[config.mk]
export PLATFORM = sky130hd
export DESIGN_NAME = absp_port
export DESIGN_NICKNAME = d
export VERILOG_FILES = /design/src/absp_pkg.sv /design/src/absp_bulk_fifo.sv /design/src/absp_port.sv
export SDC_FILE = /design/constraint.sdc
export NUM_CORES = 1
export LEC_CHECK = 0
export BUFFER_PORTS_ARGS = -buffer_cell sky130_fd_sc_hd__buf_2
export CAP_MARGIN = 10
export CORE_UTILIZATION = 66
export CTS_BUF_LIST = sky130_fd_sc_hd__clkbuf_8
export DETAILED_ROUTE_END_ITERATION = 8
export MAX_ROUTING_LAYER = met4
export PLACE_DENSITY = 0.85
export SLEW_MARGIN = 40
export SYNTH_ARGS = -nofsm -noshare
export SYNTH_HDL_FRONTEND = slang
export SYNTH_SLANG_ARGS = --single-unit
[constraint.sdc]
create_clock -name clk_sys -period 8.6 [get_ports clk_sys]
set_input_delay 0.86 -clock clk_sys [delete_from_list [all_inputs] [get_ports clk_sys]]
set_output_delay 0.86 -clock clk_sys [all_outputs]
set_load 0.01 [all_outputs]
[src/absp_pkg.sv]
// Package for the audio/bulk serial input port: constants and carriers
package absp_pkg;

  // Bit clock divider: half period in system clock cycles
  localparam int unsigned SYS_CLK_HZ      = 50000000;
  localparam int unsigned BIT_CLK_HZ      = 2000000;
  localparam int unsigned HALF_DIV        = SYS_CLK_HZ / (2 * BIT_CLK_HZ);
  localparam logic [7:0]  HALF_DIV_LAST   = 8'(HALF_DIV - 1);

  // Audio frame: bits per channel slot
  localparam logic [4:0]  SLOT_BITS_LAST  = 5'h0f;
  localparam int unsigned SAMPLE_W        = 16;

  // Bulk FIFO geometry
  localparam int unsigned FIFO_DEPTH      = 16;
  localparam int unsigned FIFO_AW         = 4;
  localparam logic [4:0]  FIFO_COUNT_FULL = 5'h10;

  // Pin outputs towards codec and bulk source
  typedef struct packed {
    logic bit_clock;
    logic left_frame_sync;
    logic right_frame_sync;
    logic bulk_fifo_full_flag;
  } absp_pins_t;

  // One finished audio sample
  typedef struct packed {
    logic                right;
    logic [SAMPLE_W-1:0] data;
  } absp_sample_t;

endpackage

[src/absp_bulk_fifo.sv]
// Bit-wide bulk FIFO kept in flip-flops
`timescale 1ns/1ps
`default_nettype none
module absp_bulk_fifo (
  // Clock and reset
  input  wire logic clk_sys,
  input  wire logic rstn,
  // Write side
  input  wire logic wr_valid,
  input  wire logic wr_bit,
  output logic      full,
  // Read side
  output logic      rd_valid,
  output logic      rd_bit,
  input  wire logic rd_ready
);
  import absp_pkg::*;

  logic [FIFO_DEPTH-1:0] mem_q;
  logic [FIFO_AW-1:0]    wp_q;
  logic [FIFO_AW-1:0]    rp_q;
  logic [FIFO_AW:0]      cnt_q;
  logic                  do_wr;
  logic                  do_rd;

  // Writes dropped when full so data is never overwritten
  assign full     = (cnt_q == FIFO_COUNT_FULL);
  assign rd_valid = (cnt_q != 5'h00);
  assign rd_bit   = mem_q[rp_q];
  assign do_wr    = wr_valid && !full;
  assign do_rd    = rd_valid && rd_ready;

  // Storage, one flop per entry
  genvar gi;
  generate
    for (gi = 0; gi < FIFO_DEPTH; gi++) begin : g_ent
      always_ff @(posedge clk_sys) begin
        if (!rstn) begin
          mem_q[gi] <= 1'b0;
        end else if (do_wr && (wp_q == FIFO_AW'(gi))) begin
          mem_q[gi] <= wr_bit;
        end
      end
    end
  endgenerate

  // Pointers and fill count
  always_ff @(posedge clk_sys) begin
    if (!rstn) begin
      wp_q  <= '0;
      rp_q  <= '0;
      cnt_q <= '0;
    end else begin
      if (do_wr) begin
        wp_q <= wp_q + 4'h1;
      end
      if (do_rd) begin
        rp_q <= rp_q + 4'h1;
      end
      cnt_q <= cnt_q + (do_wr ? 5'h01 : 5'h00) - (do_rd ? 5'h01 : 5'h00);
    end
  end

endmodule
`default_nettype wire

[src/absp_port.sv]
// Audio and bulk serial input port top level
// What this block does
// - The full flag is low normally and high whenever the bulk FIFO has no free space, except in suspend.
// - In suspend the full flag, both frame syncs and the bit clock are low.
// - With bulk enable high the data line is sampled into the FIFO at each bit clock fall while the FIFO has free space.
// - One data line carries codec and bulk bits; audio slots and bulk sampling are kept apart.
// - A left frame-sync pulse marks the start of each left-channel sample.
// - A right frame-sync pulse marks the start of each right-channel sample.
// - One bit clock output shifts both the codec and the bulk source.
`timescale 1ns/1ps
`default_nettype none
module absp_port (
  // Clock and reset
  input  wire logic                   clk_sys,
  input  wire logic                   rstn,
  // Power state
  input  wire logic                   suspend,
  // Pins from codec and bulk source
  input  wire logic                   bulk_data_enable,
  input  wire logic                   shared_serial_data_input,
  // Pins to codec and bulk source
  output absp_pkg::absp_pins_t        pins,
  // Captured audio samples
  output absp_pkg::absp_sample_t      sample,
  output logic                        sample_valid,
  // Bulk bit stream drained by the host side
  output logic                        bulk_valid,
  output logic                        bulk_bit,
  input  wire logic                   bulk_ready
);
  import absp_pkg::*;

  typedef enum logic [1:0] {ST_LEFT, ST_RIGHT} absp_slot_t;

  // Synchronisers for pin inputs
  logic [1:0] en_sync_q;
  logic [1:0] dat_sync_q;
  logic       susp_q;
  always_ff @(posedge clk_sys) begin
    if (!rstn) begin
      en_sync_q  <= 2'h0;
      dat_sync_q <= 2'h0;
      susp_q     <= 1'b0;
    end else begin
      en_sync_q  <= {en_sync_q[0], bulk_data_enable};
      dat_sync_q <= {dat_sync_q[0], shared_serial_data_input};
      susp_q     <= suspend;
    end
  end

  // Bit clock divider; halted in suspend so the pin stays low
  logic [7:0] div_q;
  logic       bclk_q;
  logic       fall_en;
  logic       rise_en;
  assign rise_en = !susp_q && (div_q == HALF_DIV_LAST) && !bclk_q;
  assign fall_en = !susp_q && (div_q == HALF_DIV_LAST) && bclk_q;
  always_ff @(posedge clk_sys) begin
    if (!rstn || susp_q) begin
      div_q  <= 8'h00;
      bclk_q <= 1'b0;
    end else if (div_q == HALF_DIV_LAST) begin
      div_q  <= 8'h00;
      bclk_q <= !bclk_q;
    end else begin
      div_q <= div_q + 8'h01;
    end
  end

  // Slot sequencer: counts bits of left then right sample
  absp_slot_t slot_q;
  logic [4:0] bit_q;
  logic       fsl_q;
  logic       fsr_q;
  always_ff @(posedge clk_sys) begin
    if (!rstn || susp_q) begin
      slot_q <= ST_LEFT;
      bit_q  <= SLOT_BITS_LAST;
      fsl_q  <= 1'b0;
      fsr_q  <= 1'b0;
    end else if (rise_en) begin
      if (bit_q == SLOT_BITS_LAST) begin
        bit_q <= 5'h00;
        case (slot_q)
          ST_RIGHT: begin
            slot_q <= ST_LEFT;
            fsl_q  <= 1'b1;
          end
          ST_LEFT: begin
            slot_q <= ST_RIGHT;
            fsr_q  <= 1'b1;
          end
          default: slot_q <= ST_LEFT;
        endcase
      end else begin
        bit_q <= bit_q + 5'h01;
        fsl_q <= 1'b0;
        fsr_q <= 1'b0;
      end
    end
  end

  // Audio shift on falling edge, only when bulk is not enabled
  logic [SAMPLE_W-1:0] shift_q;
  absp_sample_t        sample_q;
  logic                svalid_q;
  logic                aud_take;
  assign aud_take = fall_en && !en_sync_q[1];
  always_ff @(posedge clk_sys) begin
    if (!rstn) begin
      shift_q  <= '0;
      sample_q <= '0;
      svalid_q <= 1'b0;
    end else begin
      svalid_q <= 1'b0;
      if (aud_take) begin
        shift_q <= {shift_q[SAMPLE_W-2:0], dat_sync_q[1]};
        if (bit_q == SLOT_BITS_LAST) begin
          sample_q.data  <= {shift_q[SAMPLE_W-2:0], dat_sync_q[1]};
          sample_q.right <= (slot_q == ST_RIGHT);
          svalid_q       <= 1'b1;
        end
      end
    end
  end

  // Bulk capture into FIFO at falling bit clock edge
  logic bulk_wr;
  logic fifo_full;
  assign bulk_wr = fall_en && en_sync_q[1];
  absp_bulk_fifo u_fifo (
    .clk_sys  (clk_sys),
    .rstn     (rstn),
    .wr_valid (bulk_wr),
    .wr_bit   (dat_sync_q[1]),
    .full     (fifo_full),
    .rd_valid (bulk_valid),
    .rd_bit   (bulk_bit),
    .rd_ready (bulk_ready)
  );

  // Registered pin outputs; suspend forces all low
  absp_pins_t pins_q;
  always_ff @(posedge clk_sys) begin
    if (!rstn) begin
      pins_q <= '0;
    end else begin
      pins_q.bit_clock           <= bclk_q && !susp_q;
      pins_q.left_frame_sync     <= fsl_q && !susp_q;
      pins_q.right_frame_sync    <= fsr_q && !susp_q;
      pins_q.bulk_fifo_full_flag <= fifo_full && !susp_q;
    end
  end
  assign pins         = pins_q;
  assign sample       = sample_q;
  assign sample_valid = svalid_q;

  // Full flag follows the FIFO one cycle later
  full_flag_a : assert property (@(posedge clk_sys) disable iff (!rstn)
    $past(susp_q) == 1'b0 |-> pins_q.bulk_fifo_full_flag == $past(fifo_full))
    else $error("full flag does not follow fifo");
  suspend_low_a : assert property (@(posedge clk_sys) disable iff (!rstn)
    $past(susp_q) |-> (pins_q == '0))
    else $error("outputs not low in suspend");
  bulk_write_a : assert property (@(posedge clk_sys) disable iff (!rstn)
    bulk_wr |=> !bclk_q)
    else $error("bulk write off the falling edge");
  line_split_a : assert property (@(posedge clk_sys) disable iff (!rstn)
    !(bulk_wr && aud_take))
    else $error("line sampled by both streams");
  left_sync_a : assert property (@(posedge clk_sys) disable iff (!rstn)
    $rose(fsl_q) |-> slot_q == ST_LEFT && bit_q == 5'h00)
    else $error("left sync at wrong slot");
  right_sync_a : assert property (@(posedge clk_sys) disable iff (!rstn)
    $rose(fsr_q) |-> slot_q == ST_RIGHT && bit_q == 5'h00)
    else $error("right sync at wrong slot");
  bit_clock_a : assert property (@(posedge clk_sys) disable iff (!rstn || susp_q)
    rise_en |=> bclk_q [*2])
    else $error("bit clock half period short");
  no_overrun_a : assert property (@(posedge clk_sys) disable iff (!rstn)
    fifo_full && bulk_wr && !bulk_ready |=> fifo_full)
    else $error("full fifo lost its state");

endmodule
`default_nettype wire

==> out/qor.csv <==
metric,value,unit
outcome,completed,
reg-to-reg setup timing slack,5610,ps
PD cells,213,nW/um^2
Die Span Y,76.7,microns
post-CTS sizing,0,
Pwr Total,852,uW
gr usage total,26.2,%
Sink Count,88,
R2R depth,13,
CORE AREA,5240,sq um
DR DRC count,0,
Int Pwr,626,uW
fin worst setup slack,5560,ps
layout cells sized above 1,13.5,%
sequential fraction of the synthesis area,47.8,%
CTS root buf,clkbuf_8,
final setup vio count,0,
Placer Congestion,0.749,
Final Non-Filler Cells,478,
wire per inst,14.1,microns
Final TNS setup,0,ps
initial antenna violation count,0,
RSZ-0062 raised after global routing,no,
synthesized cell area,3680,sq um
minimum clock period after layout,3040,ps
Worst Setup SP,rstn,
TritonCTS clock tree,built,
Syn-to-layout area delta,8.42,%
Final HPWL DP,4450,microns
IO Count,30,
fin crit share,35.3,%
drt total wl,6760,microns
Placement Rows,26,
placed cells,463,
register area,1760,sq um
worst path arrival time,3340,ps
Critical Path RT,8900,ps
Final Hold Viols,0,
clk buf depth,2,
fin nets,424,
combinational power share,15.6,%
# H-tree levels,3,
Hold Path Origin,dat_sync_q[0],
"commonest non-fill, non-tap cell in the layout",dfxtp_1,
"top cells by area, synth","dfxtp_1, mux2i_1, nand3_1",
post-synth top area share,47.8,%
maxcap violations,0,
syn_area_per_cell,9.57,sq um
# Post-CTS Setup Buffers,0,
vias,2668,
HP Class,flip-flop to flip-flop,
full die area,5880,sq um
Sw Pwr,226,uW
input/output buffers,29,
Net Sw Frac,26.5,%
Clock power frac,32.3,%
Peak VDD IR,0.000137,V
worst reg2reg endpoint,u_fifo.cnt_q[4],
"Clk Latency, worst-skew pair",350,ps
synthesis-stage register bit count,88,
asr flop ratio synth,0,%
Clock Skew,7.83,ps
grt total ovfl,0,
number of synthesized flops with an enable pin,0,
vias in the first global route,2615,
Syn Inst Count,385,
Pleak,0.00177,uW
"Core Util, Final",76.3,%
Max Freq,329,MHz
YS warnings,0,
reg-to-reg startpoint,u_fifo.cnt_q[3],
Vias/cell,5.58,
Fillers,386,
antenna cells,0,
ys flop type,dfxtp_1,
first-pass GRT wire length,11800,microns
Worst setup EP type,flip-flop,
DRT Pass-1 Iters,4,
clock-pin slew on the worst setup and hold paths,80,ps
Reg power frac,52.1,%
type of origin of the critical path,input port,
Synth area leader,dfxtp_1,
clock buffer count from CTS,9,
Worst setup endpoint,fsr_q,
Starting Density,70.3,%
die width,76.7,microns
relative slew slack,48.4,%
largest net degree at the start of global routing,62,
CP max FO,61,
max-slew violations,0,
Worst Tran Pin Value,769,ps
highest-count cells in the layout ignoring fill and taps,"dfxtp_1, nand2_1, nor2_1, nand3_1, mux2i_1",
"Hold-fix buffers, CTS",0,
Multi-input gate area,1760,sq um
synth unique cells,41,
WS Path Type,input port to flip-flop,
Mapped Nets,405,
DRT antenna net count,0,
Initial DRC Count,173,
pre-CTS WS,5180,ps
[metrics by stage]
step,cell area [sq um],hold WS [ps]
final,3990,436
after global routing,3990,450
after CTS,3990,438
after detailed placement,3810,419
after global placement,3810,415
after floorplan,3680,411
[area by class of cell]
cell class	instances	area share [%]
sequential	88	44.1
multi-input combinational	262	44.0
timing repair buffer	30	3.82
clock buffer	10	3.45
tap	70	2.19
clock inverter	5	1.25
inverter	13	1.22
[power groups by stage]
| stage | registers, uW | clock network [uW] | logic [uW] |
|---|---|---|---|
| 5_1_grt | 448 | 294 | 155 |
| 3_3_place_gp | 453 | 0 | 124 |
| 6_report | 443 | 275 | 133 |
| 4_1_cts | 444 | 278 | 134 |
| 2_1_floorplan | 444 | 0 | 115 |
| 3_5_place_dp | 454 | 0 | 134 |
[synth_stat cells (2+ instances only)]
cell type	instances
nor2_1	39
nor2b_1	3
nand4_1	8
clkbuf_1	12
mux2i_1	32
dfxtp_1	88
ha_1	13
xnor2_1	5
buf_6	4
or3_1	2
buf_1	2
mux4_2	5
and3_1	4
buf_2	4
nand2_1	45
nand2b_1	2
o21ai_1	2
o21ai_0	19
nand3_1	36
o311ai_0	2
xor2_1	11
a21oi_1	8
inv_1	11
and2_1	11
[worst max-delay path, stage by stage]
cell and delay (ps):
buf_2 70, buf_4 450, clkinv_1 790, nor2_1 670
o21ai_0 220, o21ba_2 270
[flip-flops by register name (all words and copies together), names as in the netlist]
register      flops
sample_valid      1
dat_sync_q        2
fsl_q             1
slot_q            1
u_fifo.mem_q     16
en_sync_q         2
pins              4
fsr_q             1
u_fifo.cnt_q      5
u_fifo.wp_q       4
div_q             8
sample           17
bit_q             5
bclk_q            1
susp_q            1
shift_q          15
u_fifo.rp_q       4
[logic make-up (layout without fill, tap and decap cells)]
kind of cell / after synthesis / in the layout / share of synthesized area [%]
muxes: 37 / 37 / 11.8
buffers and inverters: 35 / 58 / 4.52
adders and majority gates: 14 / 14 / 4.96
xor gates and xnor gates: 16 / 16 / 3.80
AOI/OAI and AO/OA: 35 / 35 / 5.33
DFF: 88 / 88 / 47.8
and+or+nand+nor: 160 / 160 / 21.8
[metal layers]
layer / global-route usage [%] / vias up / wire length, microns
met3: 4.64 / 13 / 232
met2: 43.6 / 57 / 3340
met1: 31.9 / 1247 / 3100
met5: - / - / 0
li1: - / 1351 / -
met4: 9.81 / 0 / 93
[worst min-delay path by stage]
stage,to,slack (ps),depth (start not counted)
CTS,dat_sync_q[1],440,1
detailed placement,dat_sync_q[1],420,1
finish,dat_sync_q[1],440,1
floorplan,bit_q[4],410,2
global placement,en_sync_q[1],420,1
global route,bit_q[4],450,2
Note: power is estimated with default switching activity, not from simulation.
